**config.mk**
```make
export PLATFORM = sky130hd
export DESIGN_NAME = wst_watchdog
export DESIGN_NICKNAME = d
export VERILOG_FILES = /design/src/wst_pkg.sv /design/src/wst_watchdog.sv
export SDC_FILE = /design/constraint.sdc
export NUM_CORES = 1
export LEC_CHECK = 0
export BUFFER_PORTS_ARGS = -buffer_cell sky130_fd_sc_hd__buf_4
export CAP_MARGIN = 15
export CORE_MARGIN = 4
export CORE_UTILIZATION = 30
export CTS_BUF_LIST = sky130_fd_sc_hd__clkbuf_4 sky130_fd_sc_hd__clkbuf_8 sky130_fd_sc_hd__clkbuf_16
export DETAILED_ROUTE_END_ITERATION = 10
export SLEW_MARGIN = 0
export SYNTH_ARGS = -nofsm -noshare
export SYNTH_HDL_FRONTEND = slang
export SYNTH_SLANG_ARGS = --single-unit
```
**constraint.sdc**
```tcl
create_clock -name i_clk_sys -period 2.61 [get_ports i_clk_sys]
set_clock_uncertainty 0.1 [all_clocks]
set_input_delay 0 -clock i_clk_sys [delete_from_list [all_inputs] [get_ports i_clk_sys]]
set_output_delay 0 -clock i_clk_sys [all_outputs]
set_load 0.01 [all_outputs]
```
**src/wst_pkg.sv**
```systemverilog
// Constants and carrier types for the watchdog supervision timer
package wst_pkg;
    localparam int unsigned WST_CNT_W     = 16;
    localparam int unsigned WST_PRE_W     = 14;
    localparam int unsigned WST_DIV_SLOW  = 16384;
    localparam int unsigned WST_DIV_FAST  = 256;
    // Default interval: 6.5 ms at a 10 MHz system clock
    localparam int unsigned WST_DEF_US    = 6500;
    localparam int unsigned WST_DEF_KHZ   = 10000;
    localparam int unsigned WST_DEF_CYC   = WST_DEF_US * WST_DEF_KHZ / 1000;
    localparam int unsigned WST_CLK_NS    = 50;
    // Reload 0xFF with the fast ratio gives 256 ticks of 256 cycles
    localparam logic [7:0]  WST_RST_RELOAD = 8'hFF;
    localparam logic        WST_RST_SLOW   = 1'b0;
    localparam logic [15:0] WST_CNT_TOP    = 16'hFFFF;
    localparam logic [7:0]  WST_LOW_RELOAD = 8'h00;

    typedef enum logic [3:0] {
        ST_OFF  = 4'h1,
        ST_RUN  = 4'h2,
        ST_WARN = 4'h4,
        ST_RST  = 4'h8
    } wst_state_t;

    typedef struct packed {
        logic dis;
        logic en;
        logic srv;
    } wst_cmd_t;

    typedef struct packed {
        logic       slow;
        logic [7:0] reload;
    } wst_cfg_t;
endpackage : wst_pkg

```
**src/wst_watchdog.sv**
```systemverilog
// Watchdog supervision timer: prescaler, 16-bit up counter, warn then reset
`timescale 1ns/1ns
module wst_watchdog
    import wst_pkg::*;
#(
    parameter int unsigned P_DIV_SLOW = WST_DIV_SLOW,
    parameter int unsigned P_DIV_FAST = WST_DIV_FAST
) (
    input  wire logic            i_clk_sys,
    input  wire logic            i_nrst,
    input  wire wst_cmd_t        i_cmd,
    input  wire logic            i_cfg_wr,
    input  wire wst_cfg_t        i_cfg,
    output logic                 o_running,
    output logic                 o_prewarn_irq,
    output logic                 o_reset_req,
    output logic [WST_CNT_W-1:0] o_count
);
    logic                 rst_meta;
    logic                 rst_n;
    wst_state_t           state;
    wst_state_t           next_state;
    logic [WST_PRE_W-1:0] presc;
    logic [WST_PRE_W-1:0] next_presc;
    logic [WST_CNT_W-1:0] next_count;
    wst_cfg_t             cfg_q;
    wst_cfg_t             next_cfg_q;
    wst_cfg_t             cfg_act;
    wst_cfg_t             next_cfg_act;
    logic                 next_running;
    logic                 next_prewarn;
    logic                 next_reset_req;
    logic [WST_PRE_W-1:0] presc_lim;
    logic                 counting;
    logic                 tick;

    // Reset asserts at once but releases only after two clean edges
    always_ff @(posedge i_clk_sys or negedge i_nrst) begin
        if (!i_nrst) begin
            rst_meta <= 1'b0;
            rst_n    <= 1'b0;
        end else begin
            rst_meta <= 1'b1;
            rst_n    <= rst_meta;
        end
    end

    function automatic logic [WST_CNT_W-1:0] reload_word(input wst_cfg_t c);
        reload_word = {c.reload, WST_LOW_RELOAD};
    endfunction : reload_word

    assign presc_lim = cfg_act.slow ? WST_PRE_W'(P_DIV_SLOW - 1)
                                    : WST_PRE_W'(P_DIV_FAST - 1);
    assign counting  = (state == ST_RUN) || (state == ST_WARN);
    assign tick      = counting && (presc == presc_lim);

    always_comb begin
        next_state     = state;
        next_presc     = presc;
        next_count     = o_count;
        next_cfg_q     = i_cfg_wr ? i_cfg : cfg_q;
        next_cfg_act   = cfg_act;
        next_prewarn   = 1'b0;
        next_reset_req = o_reset_req;
        if (state != ST_RST) begin
            if (i_cmd.srv) begin
                // Service also refreshes a stopped counter
                next_count   = reload_word(cfg_q);
                next_presc   = '0;
                next_cfg_act = cfg_q;
                if (state == ST_WARN) begin
                    next_state = ST_RUN;
                end
            end else if (tick) begin
                next_presc = '0;
                if (o_count == WST_CNT_TOP) begin
                    next_count   = reload_word(cfg_q);
                    next_cfg_act = cfg_q;
                    if (state == ST_RUN) begin
                        next_state   = ST_WARN;
                        next_prewarn = 1'b1;
                    end else begin
                        next_state     = ST_RST;
                        next_reset_req = 1'b1;
                    end
                end else begin
                    next_count = o_count + 16'h0001;
                end
            end else if (counting) begin
                next_presc = presc + 14'h0001;
            end
            // Enable wins when both commands arrive together
            if (i_cmd.en) begin
                if (next_state == ST_OFF) begin
                    next_state = ST_RUN;
                end
            // A disable cannot cancel a reset request raised in this cycle
            end else if (i_cmd.dis && next_state != ST_RST) begin
                next_state = ST_OFF;
            end
        end
        next_running = (next_state != ST_OFF);
    end

    always_ff @(posedge i_clk_sys or negedge rst_n) begin
        if (!rst_n) begin
            state         <= ST_RUN;
            presc         <= '0;
            o_count       <= {WST_RST_RELOAD, WST_LOW_RELOAD};
            cfg_q         <= '{slow: WST_RST_SLOW, reload: WST_RST_RELOAD};
            cfg_act       <= '{slow: WST_RST_SLOW, reload: WST_RST_RELOAD};
            o_running     <= 1'b1;
            o_prewarn_irq <= 1'b0;
            o_reset_req   <= 1'b0;
        end else begin
            state         <= next_state;
            presc         <= next_presc;
            o_count       <= next_count;
            cfg_q         <= next_cfg_q;
            cfg_act       <= next_cfg_act;
            o_running     <= next_running;
            o_prewarn_irq <= next_prewarn;
            o_reset_req   <= next_reset_req;
        end
    end

    AST_START_RUNNING: assert property (@(posedge i_clk_sys)
        $rose(rst_n) |-> o_running && state == ST_RUN)
        else $error("watchdog not running after reset");

    AST_DISABLE: assert property (@(posedge i_clk_sys)
        disable iff (!rst_n)
        i_cmd.dis && !i_cmd.en && state != ST_RST
        |=> !o_running || o_reset_req)
        else $error("disable command ignored");

    AST_ENABLE: assert property (@(posedge i_clk_sys)
        disable iff (!rst_n)
        i_cmd.en && state != ST_RST |=> o_running ##1 o_running || i_cmd.dis
                                     || $past(i_cmd.dis))
        else $error("enable command ignored");

    AST_WARN_BEFORE_RESET: assert property (@(posedge i_clk_sys)
        disable iff (!rst_n)
        $rose(o_reset_req) |-> $past(state) == ST_WARN && !o_prewarn_irq)
        else $error("reset request without prior prewarning");

    AST_WARN_PULSE: assert property (@(posedge i_clk_sys)
        disable iff (!rst_n)
        o_prewarn_irq |-> (state == ST_WARN
                           || $past(i_cmd.dis) && state == ST_OFF)
                          ##1 !o_prewarn_irq)
        else $error("prewarning not a single pulse");

    AST_HOLD_BETWEEN_TICKS: assert property (@(posedge i_clk_sys)
        disable iff (!rst_n)
        !tick && !i_cmd.srv |=> $stable(o_count))
        else $error("counter moved without a prescaler tick");

    AST_SERVICE_RELOAD: assert property (@(posedge i_clk_sys)
        disable iff (!rst_n)
        i_cmd.srv && state != ST_RST
        |=> o_count == {$past(cfg_q.reload), WST_LOW_RELOAD} && presc == '0)
        else $error("service did not reload counter and prescaler");

    AST_INCREMENT: assert property (@(posedge i_clk_sys)
        disable iff (!rst_n)
        tick && !i_cmd.srv && o_count != WST_CNT_TOP
        |=> o_count == $past(o_count) + 16'h0001)
        else $error("counter did not step by one");

    AST_DEFAULT_INTERVAL: assert property (@(posedge i_clk_sys)
        $rose(rst_n) |-> o_count == 16'hFF00 && !cfg_act.slow)
        else $error("wrong default interval after reset");

    AST_CFG_DEFERRED: assert property (@(posedge i_clk_sys)
        disable iff (!rst_n)
        !i_cmd.srv && !(tick && o_count == WST_CNT_TOP)
        |=> $stable(cfg_act))
        else $error("configuration applied before a reload");

    AST_WARN_SOURCE: assert property (@(posedge i_clk_sys)
        disable iff (!rst_n)
        $rose(o_prewarn_irq) |-> $past(tick) && !$past(i_cmd.srv)
            && $past(o_count) == WST_CNT_TOP && $past(state) == ST_RUN)
        else $error("prewarning without a first overflow");

    AST_RESET_STATE: assert property (@(posedge i_clk_sys)
        disable iff (!rst_n)
        o_reset_req |-> state == ST_RST && o_running)
        else $error("reset request outside the reset request state");

    AST_RESET_HOLDS: assert property (@(posedge i_clk_sys)
        disable iff (!rst_n)
        o_reset_req |=> o_reset_req && $stable(o_count) && $stable(state))
        else $error("reset request state left without a reset");

    AST_STOPPED_FROZEN: assert property (@(posedge i_clk_sys)
        disable iff (!rst_n)
        state == ST_OFF && !i_cmd.srv
        |=> $stable(o_count) && $stable(presc))
        else $error("stopped watchdog kept counting");

    AST_PRESC_RANGE: assert property (@(posedge i_clk_sys)
        disable iff (!rst_n)
        presc <= presc_lim)
        else $error("prescaler beyond its ratio");

    AST_TICK_SPACING: assert property (@(posedge i_clk_sys)
        disable iff (!rst_n)
        tick |=> !tick)
        else $error("two prescaler ticks in a row");

    AST_OVERFLOW_RELOAD: assert property (@(posedge i_clk_sys)
        disable iff (!rst_n)
        tick && !i_cmd.srv && o_count == WST_CNT_TOP
        |=> o_count == {$past(cfg_q.reload), WST_LOW_RELOAD} && presc == '0)
        else $error("overflow did not reload the counter");

    AST_SERVICE_WARN_CLEAR: assert property (@(posedge i_clk_sys)
        disable iff (!rst_n)
        i_cmd.srv && !i_cmd.dis && state == ST_WARN |=> state == ST_RUN)
        else $error("service did not clear the prewarning state");
endmodule : wst_watchdog

```
# After elaboration in Yosys (flattened, before gate mapping)
# Index checks and enable logic that the tools add are counted.
word_totals:
  register_bits: 49
  inputBits: 15
  elab_cells: 58
classes:
  add_sub_neg: 2
  n_eq_ne: 8
  n_mux: 25
  n_bitwise: 2
  reduce_logical: 10
op_table:
  columns: ["op", "n"]
  rows:
  - ["two-way mux 14 bit", 4]
  - ["two-way mux 16 bit", 3]
  - ["two-way mux 4 bit", 10]
  - ["two-way mux 9 bit", 3]
  - ["adder 16 x 1 -> 16 bit, second input constant", 1]
  - ["equality test 16 bit, second input constant", 1]
  - ["adder 14 x 1 -> 14 bit, second input constant", 1]
  - ["equality test 14 bit", 1]
  - ["inequality test 4 bit, second input constant", 2]
  - ["two-way mux 1 bit", 5]
  - ["AND reduction 5 bit", 1]
  - ["equality test 4 x 1 -> 1 bit, second input constant", 1]
  - ["equality test 4 x 2 -> 1 bit, second input constant", 1]
  - ["equality test 4 x 3 -> 1 bit, second input constant", 1]
  - ["inequality test 4 x 1 -> 1 bit, second input constant", 1]
  - ["AND reduction 2 bit", 2]
  - ["nonzero test 2 bit", 2]
  - ["AND reduction 3 bit", 1]
  - ["nonzero test 3 bit", 1]
  - ["logical AND 1 bit", 2]
  - ["NOT 1 bit", 2]
  - ["logical OR 1 bit", 1]

# Longest topological paths before layout
# Gate-level depths: netlist of the first run.
depth:
  ltp_word: 12
  depth_mapped: 7

# Least setup slack after synthesis of the first run
# Ideal clock, no wire load.
synth_path:
  path_kind: "register to register"
  startpoint: "register presc[10]"
  endpoint: "register presc[10]"
  setup_ps: 119
  arrival_time_ps: 1828
  required_time_ps: 2391
  setup_slack_ps: 563
  stages_incl_launch_ff: 7
  n_path_buf: 1
  period_less_slack_ps: 2047
  cell_sequence: "dfrtp_1 > or4_4 > nor4_4 > o2111ai_2 > a21oi_2 > buf_6 > nor2_1"
synth_between:
  elab_chain_len: 4
  word_cells_on_any_way: 8
  classes_between: "add/sub (1); eq/ne (1); mux (3); reduce/logical (3)"
synth_rtl:
  columns: ["item", "line", "text"]
  rows:
  - ["start: declaration", "wst_watchdog.sv:23", "logic [WST_PRE_W-1:0] presc;"]
  - ["start signal: assignment", "wst_watchdog.sv:117", "presc <= next_presc;"]
  - ["adder 14 x 1 -> 14 bit / equality test 14 bit (equally long branches)", "wst_watchdog.sv:90, wst_watchdog.sv:55", null]
  - ["two-way mux 14 bit / logical AND 1 bit (equally long branches)", "wst_watchdog.sv:89, wst_watchdog.sv:55", null]
  - ["two-way mux 14 bit / nonzero test 3 bit (equally long branches)", null, null]
  - ["two-way mux 14 bit / AND reduction 2 bit (equally long branches)", null, null]
# Several ways; a longest one is shown, not always the timed one. The select of a mux whose other input is x is not followed.
# A chain may end at the register's enable or synchronous reset.

# Worst setup path after layout of the first run
layout_path:
  startpoint: "register cfg_act[8] (netlist name)"
  endpoint: "register presc[3]"
layout_between:
  elab_chain_len: 5
  word_cells_on_any_way: 7
  classes_between: "eq/ne (1); mux (3); reduce/logical (3)"
layout_rtl:
  columns: ["item", "line", "text"]
  rows:
  - ["start: declaration", "wst_watchdog.sv:28", "wst_cfg_t cfg_act;"]
  - ["start signal: assignment", "wst_watchdog.sv:111", "cfg_act <= '{slow: WST_RST_SLOW, reload: WST_RST_RELOAD};"]
  - ["start signal: assignment", "wst_watchdog.sv:120", "cfg_act <= next_cfg_act;"]
  - ["two-way mux 14 bit (*)", "wst_watchdog.sv:52", "assign presc_lim = cfg_act.slow ? WST_PRE_W'(P_DIV_SLOW - 1)"]
  - ["equality test 14 bit (*)", "wst_watchdog.sv:55", "assign tick = counting && (presc == presc_lim);"]
  - ["logical AND 1 bit (*)", "wst_watchdog.sv:55", null]
  - ["nonzero test 3 bit (no line) / two-way mux 14 bit (equally long branches)", null, null]
  - ["AND reduction 2 bit (no line) / two-way mux 14 bit (equally long branches)", null, null]
# Mark *: on every way between the ends. The rest lies on a longest branch, timed or not.

==> summary.md, run 1 <==
| Metric | Value |
|---|---|
| Clk root buf | `clkbuf_8` |
| CP max FO | `12` |
| Antenna cells | `0` |
| VDD IR-drop max | `0.254 mV` |
| GRT Total Usage | `13.2%` |
| Critical Path Stages | `6` |
| Maxcap violations | `0` |
| Final Critical Period | `2410 ps` |
| Post-synthesis cell area | `2800 sq um` |
| Total CTS buffers | `5` |
| Commonest non-fill, non-tap cells in the layout | `43 x buf_4, 30 x dfrtp_1, 25 x nor2_1` |
| CORE AREA | `8890 sq um` |
| Layout Utilization | `39.6%` |
| Share of cells above drive strength 1 | `26.6%` |
| Initial core utilization | `31.5%` |
| Worst-margin pin slew | `951 ps` |
| Post-CTS Setup Inserts | `0` |
| RSZ-0062 raised after global routing | `false` |
| Final setup fails | `0` |
| CTS H-tree lvls | `2` |
| Via Count | `2494` |
| Nets | `362` |
| FF-to-FF path depth | `6` |
| Via density | `5.49` |
| Hold Path Depth | `2` |
| CP max-delay cell | `or4_4` |
| First-iteration detailed-routing DRC count | `129` |
| Die Ht | `105 um` |
| Syn Area/Cell | `9.66 sq um` |
| Clk pin slew, worst setup/hold paths | `90 ps` |
| Antenna-violating nets left | `0` |
| CTS tree | `yes` |
| Commonest non-fill, non-tap cell in the layout | `buf_4` |
| Share of the synthesized area in the top cell type | `27.7%` |
| Post-synth EDFFs | `0` |
| Slew Viols, Final | `0` |
| Die Wd | `105 um` |
| Setup TNS Final | `0 ps` |
| Slew HR | `36.6%` |
| Pre-antenna DRT Iters | `4` |
| Vias in the first global route | `2510` |
| Yosys Warn Count | `0` |
| CP Launch Type | `flop` |
| Final worst-path cycle share | `92.4%` |
| Boundary pin count | `34` |
| Post-synthesis sequential area ratio | `44.6%` |
| Layout area overhead | `25.7%` |
| Initial antenna violation count | `0` |
| Number of synthesized register bits | `49` |
| Top FF cell, synth | `dfrtp_1` |
| Post-synth net total | `307` |
| Bufs and invs on worst path | `1` |
| Post-Synthesis Cells | `290` |
| Worst Setup Path Type | `flop to flop` |
| WP data arrival | `2500 ps` |
| Synth area leader | `dfrtp_1` |
| First-pass GRT wire length | `12200 um` |
| CP required | `2690 ps` |
| Final hold violation count | `0` |
| HP Class | `input port to flop` |
| Largest net degree at the start of global routing | `38` |
| CP Capture Type | `flop` |
| Gr ovfl total | `0` |
| Clock buffer depth | `2` |
| Hpwl dp | `4940 um` |
| # rows | `34` |
| Die area | `10900 sq um` |
| WL/cell | `15.3 um` |
| Area contributors post-synth | `dfrtp_1 28%, dfstp_2 17%, xnor2_1 4.1%` |
| Critical path, cell by cell | `or4_4 > nor4_4 > o2111ai_2 > a21oi_2 > buf_4 > nor2_1` |
| Critical path's top delay family | `simple AND/OR/NAND/NOR gates` |
| WL final | `6950 um` |
| Ys async rst share | `100%` |
| Leak pwr | `1.39 nW` |
| CP peak stage delay | `550 ps` |
| # clock sinks | `49` |
| DRC violations left | `0` |
| Number of library cell types mapped by synthesis | `57` |
| IO buf count | `33` |
| Max frequency | `415 MHz` |
| Placer Congestion | `0.850` |
| Skew-Pair Late Insertion Delay | `300 ps` |
| Outcome | `finished clean` |
| Power Dens Cells | `557 nW/um^2` |
flip-flops by register name (all words and copies together), names as in the netlist:
signal and cells:
cfg_q 9, rst_n 1, o_reset_req 1, o_running 1, o_prewarn_irq 1, cfg_act 1, rst_meta 1, state 4
o_count 16, presc 14
kinds of logic (layout without fill, tap and decap cells):
| kind of cell | count (synthesis) | in the layout | synth area share [%] |
|---|---|---|---|
| AO/OA/AOI/OAI | 65 | 65 | 16.5 |
| XOR/XNOR | 13 | 13 | 4.07 |
| adder cells (fa/ha/maj) | 3 | 3 | 1.25 |
| buffers and inverters | 27 | 83 | 4.38 |
| flip-flops | 49 | 49 | 44.6 |
| multiplexers | 11 | 11 | 4.33 |
| other | 1 | 1 | 0.134 |
| AND/OR/NAND/NOR | 121 | 121 | 24.7 |
power by group:
part,switching [mW],total [mW],internal (mW)
sequential,0.100,0.968,0.868
combinational,0.210,0.425,0.215
clock,0.245,0.569,0.323
per-layer routing:
| metal | track usage (%) | up-vias | wire length, um |
|---|---|---|---|
| met3 | 2.03 | 11 | 239 |
| met4 | 4.12 | 0 | 114 |
| met1 | 17.2 | 1230 | 3130 |
| met2 | 22.6 | 55 | 3470 |
| met5 | 0 | - | 0 |
| li1 | - | 1198 | - |
worst register-to-register path: stages, from the launching register on:
cell	delay (ps)
dfrtp_1	410
or4_4	550
nor4_4	170
o2111ai_2	400
a21oi_2	370
buf_4	230
nor2_1	70
cells in the mapped netlist (7+ instances only):
master    number
nand2_1       20
nand4_1        9
nor2_1        25
mux2_2         9
o21ai_0       14
nor3_1         7
xnor2_1       13
nand3_1       14
a21oi_1       10
dfstp_2       18
clkbuf_1      10
inv_1         10
nor4_1        14
dfrtp_1       31
worst paths after layout:
check                                             from                 endpoint  slack [ps]
worst max-delay path            cfg_act[8]$_DFFE_PN0P_     presc[3]$_DFFE_PN0P_         200
worst min-delay path                          i_cmd[0]  o_prewarn_irq$_DFF_PN0_          70
worst max register to register  cfg_act[8]$_DFFE_PN0P_     presc[3]$_DFFE_PN0P_         200
worst min register to register         rst_n$_DFF_PN0_  o_prewarn_irq$_DFF_PN0_         130
max in group asynchronous              rst_n$_DFF_PN0_   o_count[9]$_DFFE_PN1P_        1630
min in group asynchronous              rst_n$_DFF_PN0_  o_prewarn_irq$_DFF_PN0_         130
stage by stage:
step | worst slack (ps) | cell area [sq um] | cells | hold slack, ps | power (mW)
finish | 198 | 3520 | 454 | 70.0 | 1.96
global route | 12.8 | 3520 | 454 | 79.8 | 2.09
CTS | 133 | 3510 | 454 | 51.3 | 1.99
detailed placement | 151 | 3170 | 424 | -315 | 1.37
global placement | 223 | 3170 | 424 | -317 | 1.36
floorplan | 563 | 2800 | 290 | -396 | 1.24
final cells by class:
cell class	instances	area, sq um
Timing Repair Buffer	65	543
Fill cell	882	5370
Clock buffer	7	90.1
Sequential cell	49	1250
Inverter	10	37.5
Clock inverter	1	30.0
Tap cell	108	135
Multi-Input combinational cell	214	1440
timing repair:
item                                    in CTS  in global routing
hold buffers                                22                  0
resized for setup                            0                  1
endpoints found under the setup margin       0                  2
endpoints found under the hold margin       15                  0
No activity file was read; power rests on OpenSTA's default activity.
==> run 2, diff against run 1 <==
Settings changed: GPL_TIMING_DRIVEN set to 0.
==> summary.md, run 2 (synthesis results as in run 1) <==
| Metric | Value |
|---|---|
| Placed Area | `3190 sq um (+0.47%)` |
| # rows | `34 (unchanged)` |
| Die area | `10900 sq um (unchanged)` |
| IO buf count | `31 (-6.1%)` |
| # clock sinks | `49 (unchanged)` |
| Largest net degree at the start of global routing | `30 (-21%)` |
| Critical path's top delay family | `simple AND/OR/NAND/NOR gates` |
| GRT Total Usage | `12.9% (-0.31 points)` |
| CTS H-tree lvls | `2 (unchanged)` |
| Worst Setup Path Type | `flop to flop` |
| # resized after CTS | `0 (unchanged)` |
| WL final | `6760 um (-2.7%)` |
| Total CTS buffers | `5 (unchanged)` |
| Crit path from | `cfg_act[8]$_DFFE_PN0P_` |
| FF-to-FF Start | `cfg_act[8]$_DFFE_PN0P_` |
| CP Launch Type | `flop` |
| CP required | `2700 ps (about the same)` |
| Share of cells above drive strength 1 | `24.7% (-1.9 points)` |
| Worst-margin pin slew | `867 ps (-84.1 ps)` |
| Max reg flops | `16 (unchanged)` |
| Final Critical Period | `2420 ps (+7.19 ps)` |
| DRC violations left | `0 (unchanged)` |
| Via Count | `2438 (-2.2%)` |
| WL/cell | `15.0 um (-2.3%)` |
| Vias in the first global route | `2457 (-2.1%)` |
| Max frequency | `413 MHz (-0.30%)` |
| Critical path, cell by cell | `or4_4 > nor4_4 > o2111ai_2 > a21oi_2 > buf_6 > nor2_1` |
| Die Ht | `105 um (unchanged)` |
| Via density | `5.39 (-1.8%)` |
| Initial core utilization | `31.5% (unchanged)` |
| Initial antenna violation count | `0 (unchanged)` |
| Slew HR | `42.1% (+5.5 points)` |
| Final hold violation count | `0 (unchanged)` |
| CP max-delay cell | `or4_4` |
| Clk pin slew, worst setup/hold paths | `100 ps (about the same)` |
| First-pass GRT wire length | `11800 um (-3.1%)` |
| Leak pwr | `1.34 nW (-4.0%)` |
| CP peak stage delay | `550 ps (about the same)` |
| Bufs and invs on worst path | `1 (unchanged)` |
| Antenna-violating nets left | `0 (unchanged)` |
| Largest regs | `o_count: 16 flops, presc: 14 flops, cfg_q: 9 flops` |
| WP data arrival | `2510 ps (about the same)` |
| Pre-antenna DRT Iters | `4 (unchanged)` |
| # hold bufs at CTS | `14 (-36%)` |
| HP Class | `flop to asynchronous set/reset pin` |
| Setup TNS Final | `0 ps (unchanged)` |
| RSZ-0062 raised after global routing | `false` |
| Skew-Pair Late Insertion Delay | `310 ps (about the same)` |
| Maxcap violations | `0 (unchanged)` |
| CP Capture Type | `flop` |
| Nets | `360 (-0.55%)` |
| Clock buffer depth | `2 (unchanged)` |
| Slew Viols, Final | `0 (unchanged)` |
| Clk root buf | `clkbuf_8` |
| Placer Congestion | `0.866 (+1.8%)` |
| Final worst-path cycle share | `92.7% (+0.28 points)` |
| Register name with the most flops | `o_count` |
| Non-Filler Cell Area, Final | `3430 sq um (-2.7%)` |
| Commonest non-fill, non-tap cell in the layout | `buf_4` |
| Antenna cells | `0 (unchanged)` |
| Hpwl dp | `4900 um (-0.64%)` |
| Layout area overhead | `22.4%` |
| Outcome | `finished clean` |
| CP max FO | `10 (-2)` |
| Boundary pin count | `34 (unchanged)` |
| VDD IR-drop max | `0.295 mV (+16%)` |
| Commonest non-fill, non-tap cells in the layout | `32 x buf_4, 30 x dfrtp_1, 25 x nor2_1` |
| Gr ovfl total | `0 (unchanged)` |
| CORE AREA | `8890 sq um (unchanged)` |
| Die Wd | `105 um (unchanged)` |
| Power Dens Cells | `544 nW/um^2 (-2.4%)` |
| CTS tree | `yes` |
| Post-CTS Setup Inserts | `0 (unchanged)` |
| First-iteration detailed-routing DRC count | `116 (-10%)` |
| Final setup fails | `0 (unchanged)` |
==> run 2: power breakdown <==
part	switching [mW]	internal (mW)	total (mW)
Combinational	0.241	0.205	0.446
Sequential	0.0642	0.867	0.931
Clock	0.286	0.201	0.487
Total	0.591	1.27	1.86
==> run 2: worst paths after layout <==
kind | cells past startpoint | endpoint | slack [ps]
max | 6 | presc[8]$_DFFE_PN0P_ | 190
min | 0 | cfg_q[8]$_DFFE_PN0P_ | 120
max reg2reg | 6 | presc[8]$_DFFE_PN0P_ | 190
min reg2reg | 0 | cfg_q[8]$_DFFE_PN0P_ | 120
max in group asynchronous | 1 | o_count[8]$_DFFE_PN1P_ | 1730
min in group i_clk_sys | 2 | cfg_q[7]$_DFFE_PN1P_ | 130
==> run 2: through the flow <==
step / setup WS, ps / hold slack (ps) / util, % / power [mW] / cells
2_1_floorplan: 563 / -396 / - / 1.24 / 290
3_3_place_gp: 220 / -317 / 35.6 / 1.37 / 429
3_5_place_dp: 200 / -316 / 35.9 / 1.38 / 430
4_1_cts: 167 / 130 / 38.5 / 1.89 / 452
5_1_grt: 64.1 / 147 / 38.5 / 1.99 / 452
6_report: 190 / 116 / 38.5 / 1.86 / 452
==> run 2: worst reg2reg max path: cells and delay by family, from the launching register on <==
| family | cells | cell delay [ps] |
|---|---|---|
| AO/OA/AOI/OAI | 2 | 750 |
| buffers and inverters | 1 | 220 |
| flip-flops | 1 | 430 |
| AND/OR/NAND/NOR | 3 | 810 |
==> run 2: per-layer routing <==
metal | global-route usage, % | wire length [um] | vias to the layer above | share of wire [%]
met2 | 22.0 | 3310 | 48 | 49
li1 | - | - | 1194 | -
met3 | 2.59 | 314 | 6 | 4.6
met4 | 2.44 | 48 | 0 | 0.71
met5 | 0 | 0 | - | 0
met1 | 17.1 | 3090 | 1190 | 46
==> run 2: layout make-up <==
type,instances,area (sq um)
plain buffers,17,85.1
flip-flops and latches,49,1250
well taps,108,135
repair buffers,46,393
fillers,865,5460
clock inverters,3,28.8
multi-input cells,214,1430
inverters,10,37.5
clock buffers,5,68.8
==> run 3, diff against run 2 <==
Settings changed: CORE_UTILIZATION 30 to 58, PLACE_DENSITY set to 0.8.
Clock period 2.61 ns to 3 ns, I/O delays scaled along.
==> summary.md, run 3 (synthesis results as in run 1) <==
| Metric | Value |
|---|---|
| # resized after CTS | `0 (unchanged)` |
| Gr ovfl total | `0 (unchanged)` |
| GRT Total Usage | `22.9% (+10 points)` |
| Skew-Pair Late Insertion Delay | `310 ps (about the same)` |
| CTS H-tree lvls | `2 (unchanged)` |
| Worst R2R Setup Slack | `570 ps (+380 ps)` |
| CP Capture Type | `flop` |
| Via Count | `2471 (+1.4%)` |
| WL/cell | `16.5 um (+10%)` |
| Nets | `360 (unchanged)` |
| Layout area overhead | `19.7%` |
| Outcome | `finished clean` |
| Initial core utilization | `59.7% (+28 points)` |
| Bufs and invs on worst path | `1 (unchanged)` |
| Share of cells above drive strength 1 | `24.7% (unchanged)` |
| Met1 Track Usage GR | `29.9% (+13 points)` |
| Clk root buf | `clkbuf_8` |
| Power, Total | `1.61 mW (-14%)` |
| CP max FO | `10 (unchanged)` |
| Hpwl dp | `4630 um (-5.6%)` |
| Worst-margin pin slew | `830 ps (-37.1 ps)` |
| IO buf count | `31 (unchanged)` |
| Clk pin slew, worst setup/hold paths | `100 ps (about the same)` |
| Pre-antenna DRT Iters | `5 (+1)` |
| Die area | `6000 sq um (-45%)` |
| CP max-delay cell | `or4_4` |
| Fin worst setup slack | `572 ps (+381 ps)` |
| CP required | `3100 ps (+400 ps)` |
| CTS tree | `yes` |
| Max frequency | `412 MHz (-0.36%)` |
| Critical path's top delay family | `simple AND/OR/NAND/NOR gates` |
| First-pass GRT wire length | `11300 um (-4.5%)` |
| Final setup fails | `0 (unchanged)` |
| Total CTS buffers | `5 (unchanged)` |
| Register name with the most flops | `o_count` |
| CP Launch Type | `flop` |
| Final worst-path cycle share | `80.9% (-12 points)` |
| Power Dens Cells | `480 nW/um^2 (-12%)` |
| Slew Viols, Final | `0 (unchanged)` |
| Slew HR | `44.5% (+2.5 points)` |
| Initial antenna violation count | `0 (unchanged)` |
| Die Ht | `77.5 um (-26%)` |
| Maxcap violations | `0 (unchanged)` |
| # rows | `25 (-26%)` |
| Commonest non-fill, non-tap cells in the layout | `32 x buf_4, 30 x dfrtp_1, 25 x nor2_1` |
| Leak pwr | `1.33 nW (-0.19%)` |
| CORE AREA | `4690 sq um (-47%)` |
| Final hold violation count | `0 (unchanged)` |
| Boundary pin count | `34 (unchanged)` |
| Largest net degree at the start of global routing | `30 (unchanged)` |
| Antenna cells | `0 (unchanged)` |
| DRC violations left | `0 (unchanged)` |
| Antenna-violating nets left | `0 (unchanged)` |
| Critical path, cell by cell | `or4_4 > nor4_4 > o2111ai_2 > a21oi_2 > buf_6 > nor2_1` |
| First-iteration detailed-routing DRC count | `213 (+84%)` |
| Final Critical Period | `2430 ps (+8.66 ps)` |
| WL final | `6580 um (-2.8%)` |
| Setup TNS Final | `0 ps (unchanged)` |
| VDD IR-drop max | `0.286 mV (-3.0%)` |
| Placer Congestion | `0.897 (+3.6%)` |
| Post-CTS Setup Inserts | `0 (unchanged)` |
| CP peak stage delay | `560 ps (about the same)` |
| Met3 Resource Use GR | `3.71% (+1.1 points)` |
| Gr busiest metal | `met2` |
| # hold bufs at CTS | `14 (unchanged)` |
| Vias in the first global route | `2421 (-1.5%)` |
| Via density | `6.21 (+15%)` |
| Largest regs | `o_count: 16 flops, presc: 14 flops, cfg_q: 9 flops` |
| WP data arrival | `2530 ps (+20 ps)` |
| RSZ-0062 raised after global routing | `false` |
| Max reg flops | `16 (unchanged)` |
| # clock sinks | `49 (unchanged)` |
| Die Wd | `77.5 um (-26%)` |
| HP Class | `flop to asynchronous set/reset pin` |
| Worst Setup Path Type | `flop to flop` |
| Commonest non-fill, non-tap cell in the layout | `buf_4` |
| Clock buffer depth | `2 (unchanged)` |
| Post-place setup slack | `617 ps (+417 ps)` |
| Met2 GRT Util | `38.8% (+17 points)` |
-- run 3: cell count changes in the layout (fill, tap and decap cells not counted), sizes merged --
cell / before / now
clkinv: 1 / 3
inv: 12 / 10
-- run 3: final cells by class --
| class | instances | area [sq um] |
|---|---|---|
| Timing Repair Buffer | 46 | 393 |
| Clock inverter | 3 | 22.5 |
| Multi-Input combinational cell | 214 | 1430 |
| Sequential cell | 49 | 1250 |
| Buffer | 17 | 85.1 |
| Inverter | 10 | 37.5 |
| Tap cell | 54 | 67.6 |
| Clock buffer | 5 | 68.8 |
| Fill cell | 362 | 1340 |
-- run 3: metrics by stage --
stage          instance area, sq um  hold WS (ps)  utilization (%)  std cells
2_1_floorplan                  2800          -396                -        290
3_3_place_gp                   3100          -318             66.1        375
3_5_place_dp                   3120          -316             66.5        376
4_1_cts                        3350           133             71.5        398
5_1_grt                        3350           140             71.5        398
6_report                       3350           125             71.5        398
-- run 3: power breakdown --
part	internal [mW]	switching, mW
Combinational	0.178	0.213
Sequential	0.754	0.0580
Clock	0.166	0.239
Total	1.10	0.509
-- run 3: worst reg2reg max path, cell delays in order (launching register included) --
cell	delay, ps
dfrtp_1	430
or4_4	560
nor4_4	210
o2111ai_2	230
a21oi_2	510
buf_6	220
nor2_1	60
-- run 3: worst paths after layout --
path                                        start                      to  cells past startpoint
setup / recovery           cfg_act[8]$_DFFE_PN0P_   presc[13]$_DFFE_PN0P_                      6
hold / removal                    rst_n$_DFF_PN0_  o_count[1]$_DFFE_PN0P_                      0
setup reg to reg           cfg_act[8]$_DFFE_PN0P_   presc[13]$_DFFE_PN0P_                      6
hold reg to reg                   rst_n$_DFF_PN0_  o_count[1]$_DFFE_PN0P_                      0
max in group asynchronous         rst_n$_DFF_PN0_  o_count[8]$_DFFE_PN1P_                      1
min in group i_clk_sys                   i_cfg_wr    cfg_q[8]$_DFFE_PN0P_                      2
-- run 3: per-layer routing --
metal	routed length [um]	part of all wire, %
met3	339	5.2
met2	3190	48
met4	93	1.4
met5	0	0
met1	2960	45
